===== src/verilog/cosc_pkg.sv =====
// Shared constants for the clamp, offset and sync slicer control block
//
// Contract
// - Clamp source bit: 0 internal counted clamp, 1 external clamp pin; resets 0
// - While the selected clamp is active all three channels clamp together
// - Per-channel target bits red, green, blue: 0 ground, 1 midscale; reset 0
// - Internal clamp starts placement pixel periods after Hsync trailing edge; reset 8
// - Internal clamp lasts duration pixel periods, reset 20; zero never written; the code accepts zero and treats it as one
// - External clamp mode ignores placement and duration registers
// - Clamp polarity override: 0 device detects polarity, 1 user bit decides
// - User clamp polarity: 0 active low, 1 active high; resets 1
// - Auto-offset enable bit, reset 0, picks automatic or manual offset
// - Update rate: every clamp, every 16, every 64, once per Vsync; reset 11
// - Five-bit slicer threshold, 8 mV steps from 8 to 256 mV; reset 15
// - Slicer output polarity bit: 0 active low, 1 active high; reset 0
// - Output select: raw slicer, raw Hsync, regenerated sync, filtered sync
// - Regenerated sync fills missing pulses; filtered sync drops out-of-window ones
// - User coast polarity: 0 negative-going, 1 positive-going coast input
// - User coast polarity, reset 1, only counts while coast override is 1
// - Raw slicer sync and raw Hsync come from the active input channel
package cosc_pkg;

    // ==========================================================
    // Register offsets
    localparam logic [7:0] ADDR_SRC   = 8'h18;
    localparam logic [7:0] ADDR_START = 8'h19;
    localparam logic [7:0] ADDR_LEN   = 8'h1a;
    localparam logic [7:0] ADDR_POL   = 8'h1b;
    localparam logic [7:0] ADDR_TEST  = 8'h1c;
    localparam logic [7:0] ADDR_SOG   = 8'h1d;

    // ==========================================================
    // Values after reset
    localparam logic [7:0] RST_SRC   = 8'h20;
    localparam logic [7:0] RST_START = 8'h08;
    localparam logic [7:0] RST_LEN   = 8'h14;
    localparam logic [7:0] RST_POL   = 8'h58;
    localparam logic [7:0] RST_TEST  = 8'h00;
    localparam logic [7:0] RST_SOG   = 8'h78;

    // ==========================================================
    // Field positions
    localparam int SRC_COAST_OVR = 6;
    localparam int SRC_COAST_POL = 5;
    localparam int SRC_EXT_CLAMP = 4;
    localparam int SRC_RED       = 3;
    localparam int SRC_BLUE      = 1;
    localparam int POL_OVR       = 7;
    localparam int POL_USER      = 6;
    localparam int POL_AUTO      = 5;
    localparam int POL_RATE_HI   = 4;
    localparam int POL_RATE_LO   = 3;
    localparam int SOG_THR_HI    = 7;
    localparam int SOG_THR_LO    = 3;
    localparam int SOG_POL       = 2;

    // ==========================================================
    // Codes
    localparam logic [1:0] UPD_EVERY = 2'h0;
    localparam logic [1:0] UPD_16    = 2'h1;
    localparam logic [1:0] UPD_64    = 2'h2;
    localparam logic [1:0] UPD_VSYNC = 2'h3;
    localparam logic [1:0] OUT_SLICE = 2'h0;
    localparam logic [1:0] OUT_HSYNC = 2'h1;
    localparam logic [1:0] OUT_REGEN = 2'h2;
    localparam logic [1:0] OUT_FILT  = 2'h3;

    typedef enum logic [1:0] {
        CL_IDLE = 2'h0,
        CL_WAIT = 2'h1,
        CL_HOLD = 2'h3
    } cosc_clamp_t;

    // ==========================================================
    // Cycle counts
    localparam logic [5:0]  UPD_MASK_16 = 6'h0f;
    localparam logic [5:0]  UPD_MASK_64 = 6'h3f;
    localparam logic [7:0]  POL_RUN     = 8'hff;
    localparam logic [11:0] FILT_TOL    = 12'h008;
    localparam logic [11:0] AGE_MAX     = 12'hfff;
    localparam logic [3:0]  SYNC_WIDTH  = 4'h8;

endpackage : cosc_pkg


===== src/verilog/cosc_control.sv =====
// Clamp timing, offset update and sync slicer output control
`timescale 1ns/1ps
module cosc_control (
    input  wire logic       clk,
    input  wire logic       rst_b,
    input  wire logic [7:0] regAddr,
    input  wire logic [7:0] regWdata,
    input  wire logic       regWe,
    input  wire logic       regRe,
    output logic      [7:0] regRdata,
    input  wire logic       lineSyncChannelZero,
    input  wire logic       lineSyncChannelOne,
    input  wire logic       slicerSyncChannelZero,
    input  wire logic       slicerSyncChannelOne,
    input  wire logic       channelSelect,
    input  wire logic       clampPin,
    input  wire logic       coastPin,
    input  wire logic       vsyncPin,
    output logic      [2:0] clampActive,
    output logic      [2:0] clampToMid,
    output logic            coastActive,
    output logic            autoOffsetEn,
    output logic            offsetUpdate,
    output logic      [4:0] slicerThreshold,
    output logic            slicerOutputPin
);

    typedef struct packed {
        logic [7:0]          src;
        logic [7:0]          start;
        logic [7:0]          len;
        logic [7:0]          pol;
        logic [7:0]          test;
        logic [7:0]          sync_on_green;
        logic [7:0]          rdata;
        logic [2:0]          idle;
        logic [2:0]          prev;
        logic [2:0][7:0]     run;
        logic                hsPrev;
        logic                vsPrev;
        cosc_pkg::cosc_clamp_t st;
        logic [7:0]          cnt;
        logic [2:0]          clamp;
        logic                coast;
        logic                upd;
        logic [5:0]          updCnt;
        logic                pinOut;
    } cosc_state_t;

    cosc_state_t s_r;
    cosc_state_t s_nxt;

    logic       hsSel;
    logic       slSel;
    logic       hsAct;
    logic       trail;
    logic       lead;
    logic       clPolHigh;
    logic       coPolHigh;
    logic       extAct;
    logic       coAct;
    logic       clampNow;
    logic       clEnd;
    logic       vsRise;
    logic       sogSrc;
    logic       regenSync;
    logic       filtSync;
    logic [2:0] raw;
    logic [1:0] rate;

    // ==========================================================
    // Input channel and polarity
    assign hsSel = channelSelect ? lineSyncChannelOne : lineSyncChannelZero;
    assign slSel = channelSelect ? slicerSyncChannelOne : slicerSyncChannelZero;
    assign raw   = {coastPin, clampPin, hsSel};

    // Idle level learnt per input; active level is its opposite
    assign hsAct = hsSel ^ s_r.idle[0];
    assign trail = s_r.hsPrev & ~hsAct;
    assign lead  = ~s_r.hsPrev & hsAct;

    assign clPolHigh = s_r.pol[cosc_pkg::POL_OVR] ? s_r.pol[cosc_pkg::POL_USER]
                                                  : ~s_r.idle[1];
    assign extAct    = clampPin ^ ~clPolHigh;

    assign coPolHigh = s_r.src[cosc_pkg::SRC_COAST_OVR] ? s_r.src[cosc_pkg::SRC_COAST_POL]
                                                        : ~s_r.idle[2];
    assign coAct     = coastPin ^ ~coPolHigh;

    assign rate   = s_r.pol[cosc_pkg::POL_RATE_HI:cosc_pkg::POL_RATE_LO];
    // Vsync arrives already active high from the sync processing stage
    assign vsRise = vsyncPin & ~s_r.vsPrev;

    // ==========================================================
    // Sync regeneration
    cosc_sync_filter u_filter (
        .clk       (clk),
        .rst_b     (rst_b),
        .lineEdge  (lead),
        .coasting  (s_r.coast),
        .regenSync (regenSync),
        .filtSync  (filtSync)
    );

    always_comb begin
        case (s_r.sync_on_green[1:0])
            cosc_pkg::OUT_SLICE: sogSrc = slSel;
            cosc_pkg::OUT_HSYNC: sogSrc = hsAct;
            cosc_pkg::OUT_REGEN: sogSrc = regenSync;
            cosc_pkg::OUT_FILT:  sogSrc = filtSync;
            default:             sogSrc = slSel;
        endcase
    end

    // ==========================================================
    // Next state
    always_comb begin
        s_nxt       = s_r;
        s_nxt.upd   = 1'b0;
        s_nxt.rdata = 8'h00;
        clampNow    = 1'b0;
        clEnd       = 1'b0;

        // Polarity learning: a level held for a full run is the idle level
        for (int i = 0; i < 3; i++) begin
            s_nxt.prev[i] = raw[i];
            if (raw[i] != s_r.prev[i]) begin
                s_nxt.run[i] = 8'h00;
            end else if (s_r.run[i] != cosc_pkg::POL_RUN) begin
                s_nxt.run[i] = s_r.run[i] + 8'h01;
            end else begin
                s_nxt.idle[i] = raw[i];
            end
        end
        s_nxt.hsPrev = hsAct;
        s_nxt.vsPrev = vsyncPin;

        // Internal clamp window; a zero count behaves like one
        case (s_r.st)
            cosc_pkg::CL_WAIT: begin
                if (s_r.cnt <= 8'h01) begin
                    s_nxt.st  = cosc_pkg::CL_HOLD;
                    s_nxt.cnt = s_r.len;
                end else begin
                    s_nxt.cnt = s_r.cnt - 8'h01;
                end
            end
            cosc_pkg::CL_HOLD: begin
                if (s_r.cnt <= 8'h01) begin
                    s_nxt.st = cosc_pkg::CL_IDLE;
                end else begin
                    s_nxt.cnt = s_r.cnt - 8'h01;
                end
            end
            cosc_pkg::CL_IDLE: begin
                s_nxt.st = cosc_pkg::CL_IDLE;
            end
            default: begin
                s_nxt.st = cosc_pkg::CL_IDLE;
            end
        endcase
        if (trail) begin
            s_nxt.st  = cosc_pkg::CL_WAIT;
            s_nxt.cnt = s_r.start;
        end

        // Counter keeps running in external mode but never reaches the output
        if (s_r.src[cosc_pkg::SRC_EXT_CLAMP]) begin
            clampNow = extAct;
        end else begin
            clampNow = s_nxt.st == cosc_pkg::CL_HOLD;
        end
        s_nxt.clamp = {3{clampNow}};
        s_nxt.coast = coAct;

        // Offset update pacing
        clEnd = s_r.clamp[0] & ~clampNow;
        if (clEnd) begin
            s_nxt.updCnt = s_r.updCnt + 6'h01;
        end
        if (s_r.pol[cosc_pkg::POL_AUTO]) begin
            case (rate)
                cosc_pkg::UPD_EVERY: s_nxt.upd = clEnd;
                cosc_pkg::UPD_16:
                    s_nxt.upd = clEnd && (s_r.updCnt[3:0] == cosc_pkg::UPD_MASK_16[3:0]);
                cosc_pkg::UPD_64:
                    s_nxt.upd = clEnd && (s_r.updCnt == cosc_pkg::UPD_MASK_64);
                cosc_pkg::UPD_VSYNC: s_nxt.upd = vsRise;
                default:             s_nxt.upd = 1'b0;
            endcase
        end

        s_nxt.pinOut = s_r.sync_on_green[cosc_pkg::SOG_POL] ? sogSrc : ~sogSrc;

        // Register port
        if (regWe) begin
            case (regAddr)
                cosc_pkg::ADDR_SRC:   s_nxt.src   = regWdata;
                cosc_pkg::ADDR_START: s_nxt.start = regWdata;
                cosc_pkg::ADDR_LEN:   s_nxt.len   = regWdata;
                cosc_pkg::ADDR_POL:   s_nxt.pol   = regWdata;
                cosc_pkg::ADDR_TEST:  s_nxt.test  = regWdata;
                cosc_pkg::ADDR_SOG:   s_nxt.sync_on_green   = regWdata;
                default:              s_nxt.src   = s_r.src;
            endcase
        end
        if (regRe) begin
            case (regAddr)
                cosc_pkg::ADDR_SRC:   s_nxt.rdata = s_r.src;
                cosc_pkg::ADDR_START: s_nxt.rdata = s_r.start;
                cosc_pkg::ADDR_LEN:   s_nxt.rdata = s_r.len;
                cosc_pkg::ADDR_POL:   s_nxt.rdata = s_r.pol;
                cosc_pkg::ADDR_TEST:  s_nxt.rdata = s_r.test;
                cosc_pkg::ADDR_SOG:   s_nxt.rdata = s_r.sync_on_green;
                default:              s_nxt.rdata = 8'h00;
            endcase
        end

        if (!rst_b) begin
            s_nxt       = '0;
            s_nxt.src   = cosc_pkg::RST_SRC;
            s_nxt.start = cosc_pkg::RST_START;
            s_nxt.len   = cosc_pkg::RST_LEN;
            s_nxt.pol   = cosc_pkg::RST_POL;
            s_nxt.test  = cosc_pkg::RST_TEST;
            s_nxt.sync_on_green   = cosc_pkg::RST_SOG;
            s_nxt.idle  = 3'h7;
            s_nxt.st    = cosc_pkg::CL_IDLE;
        end
    end

    always_ff @(posedge clk) begin
        s_r <= s_nxt;
    end

    // ==========================================================
    // Outputs
    assign regRdata        = s_r.rdata;
    assign clampActive     = s_r.clamp;
    assign clampToMid      = s_r.src[cosc_pkg::SRC_RED:cosc_pkg::SRC_BLUE];
    assign coastActive     = s_r.coast;
    assign autoOffsetEn    = s_r.pol[cosc_pkg::POL_AUTO];
    assign offsetUpdate    = s_r.upd;
    assign slicerThreshold = s_r.sync_on_green[cosc_pkg::SOG_THR_HI:cosc_pkg::SOG_THR_LO];
    assign slicerOutputPin = s_r.pinOut;

    // ==========================================================
    // Checks
    logic [8:0] edgeAge;
    logic [8:0] clampAge;

    always_ff @(posedge clk) begin
        if (!rst_b) begin
            edgeAge  <= 9'h1ff;
            clampAge <= 9'h000;
        end else begin
            // Zero just after the trailing edge, so the count at the rise equals placement
            edgeAge  <= trail ? 9'h000 : (edgeAge == 9'h1ff ? edgeAge : edgeAge + 9'h001);
            clampAge <= clampActive[0] ? clampAge + 9'h001 : 9'h000;
        end
    end
endmodule : cosc_control


===== src/verilog/cosc_sync_filter.sv =====
// Line sync regenerator and window filter
`timescale 1ns/1ps
module cosc_sync_filter (
    input  wire logic clk,
    input  wire logic rst_b,
    input  wire logic lineEdge,
    input  wire logic coasting,
    output logic      regenSync,
    output logic      filtSync
);

    typedef struct packed {
        logic [11:0] period;
        logic [11:0] age;
        logic [3:0]  wRegen;
        logic [3:0]  wFilt;
        logic        lastReal;
    } cosc_filt_t;

    cosc_filt_t s_r;
    cosc_filt_t s_nxt;
    logic       learnt;
    logic       inWin;
    logic       insert;
    logic       take;

    // ==========================================================
    // Period tracking
    always_comb begin
        s_nxt  = s_r;
        learnt = s_r.period != 12'h000;
        inWin  = (s_r.age + cosc_pkg::FILT_TOL >= s_r.period)
              && (s_r.age <= s_r.period + cosc_pkg::FILT_TOL);
        // While coasting the input is distrusted and the learnt period rules
        insert = learnt && (coasting ? s_r.age >= s_r.period
                                     : s_r.age >= s_r.period + cosc_pkg::FILT_TOL);
        // Once a period is learnt, out-of-window edges are ignored so a stray
        // pulse cannot shift the phase; a line rate changed by more than FILT_TOL is not relearnt
        take   = lineEdge && !coasting && (!learnt || inWin);
        if (s_r.age != cosc_pkg::AGE_MAX) begin
            s_nxt.age = s_r.age + 12'h001;
        end
        if (s_r.wRegen != 4'h0) begin
            s_nxt.wRegen = s_r.wRegen - 4'h1;
        end
        if (s_r.wFilt != 4'h0) begin
            s_nxt.wFilt = s_r.wFilt - 4'h1;
        end
        if (insert) begin
            // A late insert restores the expected phase for the next real edge
            s_nxt.age      = coasting ? 12'h001 : 12'h001 + cosc_pkg::FILT_TOL;
            s_nxt.wRegen   = cosc_pkg::SYNC_WIDTH;
            s_nxt.lastReal = 1'b0;
        end
        if (take) begin
            s_nxt.age      = 12'h001;
            s_nxt.wRegen   = cosc_pkg::SYNC_WIDTH;
            s_nxt.lastReal = 1'b1;
            // Only a gap between two real edges is a valid period
            if (s_r.lastReal) begin
                s_nxt.period = s_r.age;
            end
        end
        if (lineEdge && (!learnt || inWin)) begin
            s_nxt.wFilt = cosc_pkg::SYNC_WIDTH;
        end
        if (!rst_b) begin
            s_nxt = '0;
        end
    end

    always_ff @(posedge clk) begin
        s_r <= s_nxt;
    end

    assign regenSync = s_r.wRegen != 4'h0;
    assign filtSync  = s_r.wFilt != 4'h0;

endmodule : cosc_sync_filter


===== config.mk =====
export PLATFORM = sky130hd
export DESIGN_NAME = cosc_control
export DESIGN_NICKNAME = d
export VERILOG_FILES = /design/src/verilog/cosc_pkg.sv /design/src/verilog/cosc_control.sv /design/src/verilog/cosc_sync_filter.sv
export SDC_FILE = /design/constraint.sdc
export NUM_CORES = 1
export LEC_CHECK = 0
export BUFFER_PORTS_ARGS = -buffer_cell sky130_fd_sc_hd__buf_2
export CAP_MARGIN = 0
export CORE_UTILIZATION = 35
export CTS_CLUSTER_DIAMETER = 60
export DETAILED_ROUTE_END_ITERATION = 10
export GPL_ROUTABILITY_DRIVEN = 0
export PLACE_DENSITY = 0.55
export SLEW_MARGIN = 25
export SYNTH_ARGS = -nofsm -noshare
export SYNTH_HDL_FRONTEND = slang
export SYNTH_SLANG_ARGS = --single-unit
export TNS_END_PERCENT = 1

===== constraint.sdc =====
create_clock -name clk -period 4.18 [get_ports clk]
set_clock_uncertainty 0.15 [all_clocks]
set_input_delay 0 -clock clk [delete_from_list [all_inputs] [get_ports clk]]
set_output_delay 0 -clock clk [all_outputs]
set_load 0.005 [all_outputs]

==> impl_summary.txt, run 1 <==
----------------------------------------------------
[Status]
  Run status ... complete, no violations

[Floorplanning]
  Initial Utilization ... about 36%
  Die extent in x ... approximately 150 um
  # rows ... between 50 and 60
  # IOs ... 51
  Die outline area ... 0.0219 sq mm
  Core ar. ... 0.0210 sq mm
  Die height ... approximately 150 um

[Synth]
  Dominant cell type by area after synthesis ... sky130_fd_sc_hd__dfxtp_1
  Count of unique library cells instantiated by Yosys ... 68
  Simple-gate share of the synthesized area ... 22.1%
  Compound-gate portion of the synthesized area ... between 10% and 20%
  Warnings, synthesis ... 0
  Top cells by instance count after synthesis ... sky130_fd_sc_hd__dfxtp_1 (141), sky130_fd_sc_hd__nand2_1 (100), sky130_fd_sc_hd__nor2_1 (82), sky130_fd_sc_hd__a21oi_1 (57)
  Synthesized instance count ... 850
  Net count after synthesis ... 923
  Share of synthesized cell area in full adder, half adder and majority cells ... approximately 7.5%
  Post-synth design cell area ... around 0.0075 sq mm
  Main combinational cell family by area after synthesis ... simple AND/OR/NAND/NOR gates
  EDFF count, synth ... 0
  Cell with the most instances after synthesis ... sky130_fd_sc_hd__dfxtp_1
  Mux share of post-synthesis cell area ... under 10%
  Flip-flop and latch count after synthesis ... approximately 140
  Avg Inst Size Synth ... ~8.8 sq um
  Sequential element share of the synthesized area ... a little under two fifths
  Async set or reset register ratio after synthesis ... 0%
  Most used flip-flop cell after synthesis ... sky130_fd_sc_hd__dfxtp_1
  Most area-consuming cells after synthesis ... sky130_fd_sc_hd__dfxtp_1 (38%), sky130_fd_sc_hd__ha_1 (7.5%), sky130_fd_sc_hd__mux2i_1 (6.0%)
  XOR/XNOR Fraction of Synth Area ... approximately 6.6%
  Share of the synthesized area in the top cell type ... between 30% and 40%

[Worst setup path]
  Crit path max fanout ... 15
  Critical path required time ... about 4.4 ns
  Startpoint kind of the worst setup timing path ... flop
  Largest delay contributor family on the critical path ... simple AND/OR/NAND/NOR gates
  Ordered list of cells on the worst path ... inv_1 > nor4_1 > nand4_1 > xnor2_1 > ha_1 > nand4_1 > nor3_1 > nor2_1 > and3_1 > nor2_1 > o31a_1
  Buffers plus inverters on the worst setup path ... 1
  Worst Path Arrival ... ~3.9 ns
  Launch instance of the worst register-to-register path ... u_filter.s_r[26]
  Cell with the largest stage delay on the worst path ... sky130_fd_sc_hd__nor2_1
  R2R Path End ... u_filter.s_r[9]
  Worst r2r path cells ... 11
  Crit-path max cell delay ... 0.79 ns
  R2R setup slack ... 0.52 ns
  Critical path endpoint category ... flop
  Worst setup path category ... reg -> reg

[Final layout]
  Number of diodes added for antenna fixing ... 0
  Final Net Count ... 970
  Sequential standard cell area ... roughly 0.0028 sq mm
  Fraction of final layout cells sized beyond drive strength 1 ... approximately 13%
  Layout-stage area growth over the synthesis result ... 15.8%
  Post-layout instance count excluding filler cells ... between 1k and 1.5k
  Filler cell count in the final layout ... approximately 2.1k
  Final standard cell area without fillers ... about 0.0086 sq mm
  Area occupied by multi-input gates ... about 0.0042 sq mm

[STA]
  Number of failing setup endpoints in the final timing report ... 0
  Minimum clock period ... roughly 3.7 ns
  Relative max-transition margin ... about a third
  Maximum operating frequency ... around 0.27 GHz
  Final cycle utilization of the critical path ... just under 90%
  Count of endpoints failing hold in the final timing report ... 0
  Fin. max-slew vios ... 0
  Setup ws final ... 0.524 ns
  Sum of negative setup slack ... 0 ns
  RSZ-0062 raised after global routing ... false
  Slew of the pin with the lowest slew margin ... a little over 1 ns

[Pwr]
  Sequential power share ... 42.2%
  Worst-case vdd ir drop ... about 0.3 mV
  P_leak ... 3.24 nW
  Power Dens Cells ... slightly below 400 mW/mm^2
  Power spent charging and discharging nets ... 0.924 mW
  Proportion of total power due to net switching ... 26.9%
  Logic pwr share ... between 10% and 20%
  Clock share of power ... between 40% and 50%
  Internal Pwr Total ... around 2.5 mW

[GRT]
  Global-route congestion overflow total ... 0
  Vias in the first global route ... between 5k and 6k
  Antenna violations before repair ... 0
  Overall global routing resource usage ... between 15 and 20%
  Pin count of the biggest net entering global routing ... 51
  Global-route wire length before repair ... 30100 um

[Detailed routing]
  Total wirelength of the detailed-routed design ... ~18000 um
  Drt initial violations ... between 300 and 400
  Vias per cell ... between 5 and 6
  Wire per inst ... between 15 and 20 um
  Number of remaining DRC errors ... 0
  Vias ... approximately 6.1k
  Number of search-and-repair iterations in the first detailed-routing pass ... 6
  Remaining antenna violation count after routing ... 0

[Placement]
  Place WS ... between 0.4 and 0.5 ns
  Number of instances in the placed design ... 1131
  Number of buffers inserted by port buffering ... 50
  Detail Placement HPWL ... ~13000 um
  Placed Instance Area ... ~0.0078 sq mm

[Hold path]
  Hold Crit Depth ... 5
  Worst min-delay path startpoint ... regAddr[5]
  Endpoint of the worst hold-timing path ... regRdata[0]
  Hold/Removal Path Class ... in -> reg

[CTS]
  Buffers from clock root to sink, at most ... 2
  H-tree depth reported by CTS ... 4
  CTS tree ... done
  Clock tree root driver cell ... sky130_fd_sc_hd__clkbuf_16
  Clock latency on the worst-skew pair ... roughly 0.42 ns
  Clock transition at the registers of the reported paths ... about 0.060 ns
  Clock sinks ... 141
  Cts bufs inserted ... 17

[Job]
  Maxcap violations ... 0

----------------------------------------------------
[sequential cells by signal, indices dropped and copies added (netlist names)]
| signal | flops |
|---|---|
| slicerThreshold | 5 |
| u_filter.s_r | 33 |
| autoOffsetEn | 1 |
| regRdata | 8 |
| clampActive | 1 |
| rate | 2 |
| s_r | 85 |
| slicerOutputPin | 1 |
| clampToMid | 3 |
| coastActive | 1 |
| offsetUpdate | 1 |
[kinds of logic after synthesis]
group                    after synthesis
AND/OR/NAND/NOR                      335
flip-flops                           141
AO/OA/AOI/OAI                        135
buffers and inverters                 85
multiplexers                          55
XOR/XNOR                              54
adder cells (fa/ha/maj)               45
[worst reg2reg max path: cells and delay by family (launching register included)]
family / cells / cell delay [ns]
AND/OR/NAND/NOR: 7 / 2.16
buffers and inverters: 1 / 0.14
adder cells (fa/ha/maj): 1 / 0.33
flip-flops: 1 / 0.46
AO/OA/AOI/OAI: 1 / 0.22
XOR/XNOR: 1 / 0.16
[power by group through the flow]
| stage | combinational, mW | clock (mW) | sequential (mW) |
|---|---|---|---|
| finish | 0.488 | 1.50 | 1.45 |
| global route | 0.562 | 1.59 | 1.46 |
| CTS | 0.492 | 1.53 | 1.45 |
| detailed placement | 0.474 | 0 | 1.48 |
| global placement | 0.467 | 0 | 1.48 |
| floorplan | 0.373 | 0 | 1.47 |
[worst max path at each step]
stage,startpoint,end,slack (ns),depth (start not counted)
floorplan,u_filter.s_r[26],u_filter.s_r[20],1.07,12
global placement,u_filter.s_r[26],u_filter.s_r[8],0.49,11
detailed placement,u_filter.s_r[26],u_filter.s_r[9],0.44,11
CTS,u_filter.s_r[26],u_filter.s_r[9],0.45,11
global route,u_filter.s_r[26],u_filter.s_r[7],0.19,11
finish,u_filter.s_r[26],u_filter.s_r[9],0.52,11
[metrics by stage]
| step | util, % | hold slack (ns) | power, mW |
|---|---|---|---|
| 6_report | 41.2 | 0.108 | 3.44 |
| 2_1_floorplan | - | -0.0283 | 1.84 |
| 3_3_place_gp | 37.4 | 0.0720 | 1.95 |
| 5_1_grt | 41.2 | 0.176 | 3.61 |
| 4_1_cts | 41.2 | 0.0895 | 3.47 |
| 3_5_place_dp | 37.4 | 0.0731 | 1.95 |
[layer usage]
metal	vias to the layer above	track usage (%)	routed length [um]
li1	3091	-	-
met1	2875	22.4	8610
met2	75	29.2	8480
met3	19	3.49	581
met4	0	5.67	260
met5	-	0	0
[cells in the final DEF (no fill, tap or decap), types with 5 or more instances in the layout]
cell	count
sky130_fd_sc_hd__xnor2_1	38
sky130_fd_sc_hd__a21oi_1	57
sky130_fd_sc_hd__dlygate4sd3_1	22
sky130_fd_sc_hd__nor2_1	82
sky130_fd_sc_hd__and2_1	8
sky130_fd_sc_hd__buf_2	50
sky130_fd_sc_hd__o21ai_0	21
sky130_fd_sc_hd__nand2_1	100
sky130_fd_sc_hd__and3_1	8
sky130_fd_sc_hd__dfxtp_1	141
sky130_fd_sc_hd__or3_1	5
sky130_fd_sc_hd__nand3_1	45
sky130_fd_sc_hd__clkbuf_16	17
sky130_fd_sc_hd__nor4_1	19
sky130_fd_sc_hd__nand2b_1	6
sky130_fd_sc_hd__buf_4	6
sky130_fd_sc_hd__mux4_2	8
sky130_fd_sc_hd__nor3_1	15
sky130_fd_sc_hd__xor2_1	15
sky130_fd_sc_hd__ha_1	45
sky130_fd_sc_hd__o211ai_1	7
sky130_fd_sc_hd__a22oi_1	11
sky130_fd_sc_hd__nand4_1	18
sky130_fd_sc_hd__inv_1	34
sky130_fd_sc_hd__mux2i_1	45
[timing repair]
item | CTS | global route
hold buffers | 22 | 0
setup endpoints to repair | 0 | 13
hold endpoints to repair | 85 | 0
setup buffers | 0 | 0
gates resized for setup | 0 | 1
[area by class of cell]
cell class	instances	area share (%)
Clock buffer	20	5.17
Clock inverter	12	1.58
Inverter	35	1.52
Multi-Input combinational cell	624	49.1
Sequential cell	141	32.7
Tap cell	275	3.98
Timing Repair Buffer	78	5.96
Power figures use the tool's default switching activity.
==> run 2: changes to the inputs <==
CELL_PAD_IN_SITES_DETAIL_PLACEMENT = 1   (was not set)
CELL_PAD_IN_SITES_GLOBAL_PLACEMENT = 1   (was not set)
PLACE_DENSITY = 0.67   (was 0.55)
==> impl_summary.txt, run 2 (synthesized netlist as in run 1, its figures left out) <==
----------------------------------------------------
[CTS]
  Buffers from clock root to sink, at most ... 2 (unchanged)
  # hold bufs at CTS ... 20 (was 22)
  CTS tree ... done (unchanged)
  Clock transition at the registers of the reported paths ... 0.07 ns (was 0.06 ns)
  Post-CTS Setup Bufs ... 0 (unchanged)
  Clock latency on the worst-skew pair ... 0.43 ns (was 0.42 ns)
  Clock sinks ... 141 (unchanged)
  H-tree depth reported by CTS ... 4 (unchanged)
  CTS-repair resized insts ... 0 (unchanged)
  Cts bufs inserted ... 17 (unchanged)
  Clock tree root driver cell ... sky130_fd_sc_hd__clkbuf_16 (unchanged)

[Detailed routing]
  Remaining antenna violation count after routing ... 0 (unchanged)
  Vias ... 6159 (was 6060)
  Wire per inst ... 16.6 um (was 15.1 um)
  Total wirelength of the detailed-routed design ... 19600 um (was 17900 um)
  Vias per cell ... 5.20 (was 5.11)
  Drt initial violations ... 188 (was 370)
  Number of remaining DRC errors ... 0 (unchanged)
  Number of search-and-repair iterations in the first detailed-routing pass ... 4 (was 6)

[Hold path]
  Hold/Removal Path Class ... in -> reg (unchanged)

[Floorplanning]
  Core ar. ... 0.0210 sq mm (unchanged)
  Die height ... 148 um (unchanged)
  # rows ... 53 (unchanged)
  # IOs ... 51 (unchanged)
  Initial Utilization ... 35.6% (unchanged)
  Die outline area ... 0.0219 sq mm (unchanged)
  Die extent in x ... 148 um (unchanged)

[GRT]
  Global-route congestion overflow total ... 0 (unchanged)
  Vias in the first global route ... 6341 (was 5944)
  Pin count of the biggest net entering global routing ... 51 (unchanged)
  Global-route wire length before repair ... 32700 um (was 30100 um)
  Overall global routing resource usage ... 19.1% (was 17.5%)
  Antenna violations before repair ... 0 (unchanged)

[Worst setup path]
  Crit path max fanout ... 9 (was 15)
  Worst setup path category ... reg -> reg (unchanged)
  Worst Path Arrival ... 3.84 ns (was 3.87 ns)
  Startpoint kind of the worst setup timing path ... flop (unchanged)
  Critical path required time ... 4.30 ns (was 4.40 ns)
  Critical path endpoint category ... flop (unchanged)

[Placement]
  Place WS ... 0.568 ns (was 0.442 ns)
  Detail Placement HPWL ... 13900 um (was 12500 um)
  Number of instances in the placed design ... 1132 (was 1131)
  Number of buffers inserted by port buffering ... 50 (unchanged)

[Final layout]
  Most frequent standard cell in the layout excluding fill and tap cells ... sky130_fd_sc_hd__dfxtp_1 (unchanged)
  Filler cell count in the final layout ... 2484 (was 2142)
  Biggest register ... s_r (unchanged)
  Number of diodes added for antenna fixing ... 0 (unchanged)
  Core utilization of the finished layout ... 41.3% (was 41.2%)
  Commonest cells after routing, fill and taps aside ... sky130_fd_sc_hd__dfxtp_1 (141), sky130_fd_sc_hd__nand2_1 (100), sky130_fd_sc_hd__nor2_1 (82) (unchanged)
  Fraction of final layout cells sized beyond drive strength 1 ... 12.8% (was 12.5%)
  Layout-stage area growth over the synthesis result ... 16.0% (was 15.8%)
  Max FFs per register ... 85 (unchanged)
  Final Net Count ... 969 (was 970)
  Post-layout instance count excluding filler cells ... 1184 (was 1185)

[STA]
  Minimum clock period ... 3.73 ns (was 3.66 ns)
  Sum of negative setup slack ... 0 ns (unchanged)
  Number of failing setup endpoints in the final timing report ... 0 (unchanged)
  Fin. max-slew vios ... 0 (unchanged)
  RSZ-0062 raised after global routing ... false (unchanged)
  Setup ws final ... 0.454 ns (was 0.524 ns)
  Count of endpoints failing hold in the final timing report ... 0 (unchanged)
  Relative max-transition margin ... 34.6% (was 31.8%)
  Maximum operating frequency ... 0.268 GHz (was 0.274 GHz)
  Final cycle utilization of the critical path ... 89.1% (was 87.5%)
  Slew of the pin with the lowest slew margin ... 0.978 ns (was 1.02 ns)

[Status]
  Run status ... complete, no violations (unchanged)

[Pwr]
  Power Dens Cells ... 409 mW/mm^2 (was 398 mW/mm^2)
  Worst-case vdd ir drop ... 0.300 mV (was 0.304 mV)
  P_leak ... 3.25 nW (was 3.24 nW)

[Job]
  Maxcap violations ... 0 (unchanged)

----------------------------------------------------
==> run 2: routing by layer <==
layer,up-vias,global-route usage (%),wire length [um]
li1,3077,-,-
met1,3000,24.1,9420
met2,62,32.6,9450
met3,20,3.73,492
met4,0,6.24,265
met5,-,0,0
==> run 2: per-stage QoR <==
step / hold slack, ns / instance area [sq um] / power [mW]
floorplan: -0.0283 / 7460 / 1.84
global placement: 0.108 / 7840 / 1.95
detailed placement: 0.108 / 7840 / 1.96
CTS: 0.0661 / 8660 / 3.58
global route: 0.113 / 8660 / 3.70
finish: 0.0898 / 8660 / 3.54
==> run 2: final cells by class <==
class | count | area (sq um) | area share, %
clock buffer | 18 | 429 | 4.96
clock inverter | 14 | 185 | 2.14
inverter | 35 | 131 | 1.52
multi-input combinational | 624 | 4240 | 49.0
sequential | 141 | 2820 | 32.6
tap | 275 | 344 | 3.98
timing repair buffer | 77 | 503 | 5.81
==> run 2: final timing paths <==
kind                      startpoint                to  slack [ns]  cells past startpoint
setup reg to reg    u_filter.s_r[26]  u_filter.s_r[20]        0.45                     12
hold reg to reg              s_r[72]           s_r[72]        0.31                      2
setup / recovery    u_filter.s_r[26]  u_filter.s_r[20]        0.45                     12
hold / removal    lineSyncChannelOne           s_r[28]        0.09                      5
==> run 2: critical path: stages (launching register included) <==
cell	delay, ns
sky130_fd_sc_hd__dfxtp_1	0.46
sky130_fd_sc_hd__inv_1	0.14
sky130_fd_sc_hd__nor4_1	0.49
sky130_fd_sc_hd__nand4_1	0.18
sky130_fd_sc_hd__xnor2_1	0.16
sky130_fd_sc_hd__ha_1	0.33
sky130_fd_sc_hd__a21oi_1	0.19
sky130_fd_sc_hd__nand2_1	0.07
sky130_fd_sc_hd__a221oi_1	0.38
sky130_fd_sc_hd__a211oi_2	0.23
sky130_fd_sc_hd__nor3_2	0.45
sky130_fd_sc_hd__buf_4	0.26
sky130_fd_sc_hd__nor4_1	0.07
==> run 2: where the power goes <==
| group | switching, mW | internal [mW] |
|---|---|---|
| registers | 0.0501 | 1.40 |
| logic | 0.280 | 0.210 |
| clock network | 0.648 | 0.953 |
| total | 0.978 | 2.56 |
==> run 3: changes to the inputs <==
RECOVER_POWER = 25   (was not set)
==> impl_summary.txt, run 3 (synthesized netlist as in run 1, its figures left out) <==
----------------------------------------------------
[Pwr]
  Power spent charging and discharging nets ... 0.976 mW (was 0.978 mW)
  Sequential power share ... 41.0% (about the same)
  P_leak ... 3.19 nW (was 3.25 nW)
  Clock share of power ... 45.2% (about the same)
  Internal Pwr Total ... 2.56 mW (about the same)
  Proportion of total power due to net switching ... 27.6% (about the same)
  Power Dens Cells ... 410 mW/mm^2 (was 409 mW/mm^2)
  Worst-case vdd ir drop ... 0.298 mV (was 0.300 mV)
  Logic pwr share ... 13.8% (about the same)
  Power, Total ... 3.54 mW (about the same)

[Final layout]
  Layout-stage area growth over the synthesis result ... 15.5% (was 16.0%)
  Fraction of final layout cells sized beyond drive strength 1 ... 10.8% (was 12.8%)
  Most frequent standard cell in the layout excluding fill and tap cells ... sky130_fd_sc_hd__dfxtp_1 (unchanged)
  Commonest cells after routing, fill and taps aside ... sky130_fd_sc_hd__dfxtp_1 (141), sky130_fd_sc_hd__nand2_1 (100), sky130_fd_sc_hd__nor2_1 (82) (unchanged)
  Biggest register ... s_r (unchanged)
  Final Net Count ... 969 (unchanged)
  Number of diodes added for antenna fixing ... 0 (unchanged)
  Core utilization of the finished layout ... 41.1% (was 41.3%)
  Filler cell count in the final layout ... 2496 (was 2484)
  Final standard cell area without fillers ... 0.00862 sq mm (was 0.00866 sq mm)
  Max FFs per register ... 85 (unchanged)

[STA]
  Slew of the pin with the lowest slew margin ... 2.41 ns (was 0.978 ns)
  Minimum clock period ... 3.73 ns (about the same)
  RSZ-0062 raised after global routing ... false (unchanged)
  Maximum operating frequency ... 0.268 GHz (about the same)
  Number of failing setup endpoints in the final timing report ... 0 (unchanged)
  Setup ws final ... 0.449 ns (was 0.454 ns)
  Sum of negative setup slack ... 0 ns (unchanged)
  Relative max-transition margin ... -60.4% (was 34.6%)
  Count of endpoints failing hold in the final timing report ... 0 (unchanged)
  Final cycle utilization of the critical path ... 89.3% (was 89.1%)
  Fin. max-slew vios ... 51 (was 0)

[Detailed routing]
  Vias per cell ... 5.18 (was 5.20)
  Total wirelength of the detailed-routed design ... 19700 um (was 19600 um)
  Remaining antenna violation count after routing ... 0 (unchanged)
  Number of search-and-repair iterations in the first detailed-routing pass ... 4 (unchanged)
  Drt initial violations ... 165 (was 188)
  Wire per inst ... 16.6 um (about the same)
  Vias ... 6135 (was 6159)
  Number of remaining DRC errors ... 0 (unchanged)

[Placement]
  Placed Instance Area ... 0.00784 sq mm (unchanged)
  Detail Placement HPWL ... 13900 um (unchanged)
  Number of buffers inserted by port buffering ... 50 (unchanged)
  Place WS ... 0.568 ns (unchanged)

[Worst setup path]
  Critical path required time ... 4.29 ns (was 4.30 ns)
  Launch instance of the worst register-to-register path ... u_filter.s_r[26] (unchanged)
  Worst r2r path cells ... 12 (unchanged)
  Crit path max fanout ... 9 (unchanged)
  Critical path endpoint category ... flop (unchanged)
  R2R Path End ... u_filter.s_r[20] (unchanged)
  Startpoint kind of the worst setup timing path ... flop (unchanged)
  R2R setup slack ... 0.45 ns (about the same)
  Worst Path Arrival ... 3.84 ns (about the same)
  Worst setup path category ... reg -> reg (unchanged)

[Hold path]
  Worst min-delay path startpoint ... regAddr[4] (was lineSyncChannelOne)
  Hold Crit Depth ... 5 (unchanged)
  Endpoint of the worst hold-timing path ... regRdata[1] (was s_r[28])
  Hold/Removal Path Class ... in -> reg (unchanged)

[Job]
  Maxcap violations ... 1 (was 0)

[Floorplanning]
  Die extent in x ... 148 um (unchanged)
  Die height ... 148 um (unchanged)
  Core ar. ... 0.0210 sq mm (unchanged)
  Die outline area ... 0.0219 sq mm (unchanged)
  # IOs ... 51 (unchanged)
  # rows ... 53 (unchanged)
  Initial Utilization ... 35.6% (unchanged)

[CTS]
  CTS-repair resized insts ... 0 (unchanged)
  H-tree depth reported by CTS ... 4 (unchanged)
  Cts bufs inserted ... 17 (unchanged)
  Buffers from clock root to sink, at most ... 2 (unchanged)
  Post-CTS Setup Bufs ... 0 (unchanged)
  Clock tree root driver cell ... sky130_fd_sc_hd__clkbuf_16 (unchanged)
  # hold bufs at CTS ... 20 (unchanged)
  CTS tree ... done (unchanged)
  Clock latency on the worst-skew pair ... 0.43 ns (about the same)
  Clock sinks ... 141 (unchanged)
  Clock transition at the registers of the reported paths ... 0.07 ns (about the same)

[GRT]
  Pin count of the biggest net entering global routing ... 51 (unchanged)
  Overall global routing resource usage ... 19.1% (unchanged)
  Global-route wire length before repair ... 32700 um (unchanged)
  Antenna violations before repair ... 0 (unchanged)
  Global-route congestion overflow total ... 0 (unchanged)
  Vias in the first global route ... 6341 (unchanged)

[Status]
  Failing checks ... max-capacitance violations, max-slew violations
  Run status ... finished, violations left (was complete, no violations)

----------------------------------------------------
[run 3: changes by cell type in the layout (fill, tap and decap cells not counted), sizes merged]
cell / change
buf: -17
clkbuf: +17
[run 3: worst max-delay path by stage]
stage / from / end / slack (ns) / cells past startpoint
6_report: u_filter.s_r[26] / u_filter.s_r[20] / 0.45 / 12
3_5_place_dp: u_filter.s_r[26] / u_filter.s_r[11] / 0.57 / 12
5_1_grt: u_filter.s_r[26] / u_filter.s_r[20] / 0.15 / 11
3_3_place_gp: u_filter.s_r[26] / u_filter.s_r[20] / 0.65 / 12
2_1_floorplan: u_filter.s_r[26] / u_filter.s_r[20] / 1.07 / 12
4_1_cts: u_filter.s_r[26] / u_filter.s_r[11] / 0.48 / 12
[run 3: routing by layer]
layer | GRT usage [%] | part of all wire [%]
met2 | 32.6 | 49
met1 | 24.1 | 48
met4 | 6.24 | 0.99
met3 | 3.73 | 2.6
met5 | 0 | 0
[run 3: worst max-delay path, stage by stage, from the launching register on]
cell and delay [ns]:
sky130_fd_sc_hd__dfxtp_1 0.46, sky130_fd_sc_hd__inv_1 0.14, sky130_fd_sc_hd__nor4_1 0.49, sky130_fd_sc_hd__nand4_1 0.18, sky130_fd_sc_hd__xnor2_1 0.16, sky130_fd_sc_hd__ha_1 0.33
sky130_fd_sc_hd__a21oi_1 0.19, sky130_fd_sc_hd__nand2_1 0.07, sky130_fd_sc_hd__a221oi_1 0.38, sky130_fd_sc_hd__a211oi_2 0.23, sky130_fd_sc_hd__nor3_2 0.45, sky130_fd_sc_hd__buf_4 0.25
sky130_fd_sc_hd__nor4_1 0.07
[run 3: final cells by class]
| class | instances | area [sq um] | area share, % |
|---|---|---|---|
| Clock buffer | 18 | 429 | 4.98 |
| Inverter | 35 | 131 | 1.52 |
| Multi-Input combinational cell | 624 | 4230 | 49.0 |
| Tap cell | 275 | 344 | 3.99 |
| Sequential cell | 141 | 2820 | 32.7 |
| Timing Repair Buffer | 77 | 479 | 5.56 |
| Clock inverter | 14 | 185 | 2.15 |
[run 3: metrics by stage]
stage / std cells / hold slack, ns
global route: 1184 / 0.114
CTS: 1184 / 0.0661
floorplan: 850 / -0.0283
global placement: 1132 / 0.108
finish: 1184 / 0.0947
detailed placement: 1132 / 0.108
[run 3: power groups by stage]
stage                     clock network [mW]  logic, mW  registers [mW]
final                                   1.60      0.487            1.45
after global routing                    1.70      0.548            1.46
after CTS                               1.64      0.496            1.45
after detailed placement                   0      0.480            1.48
after global placement                     0      0.474            1.48
after floorplan                            0      0.373            1.47
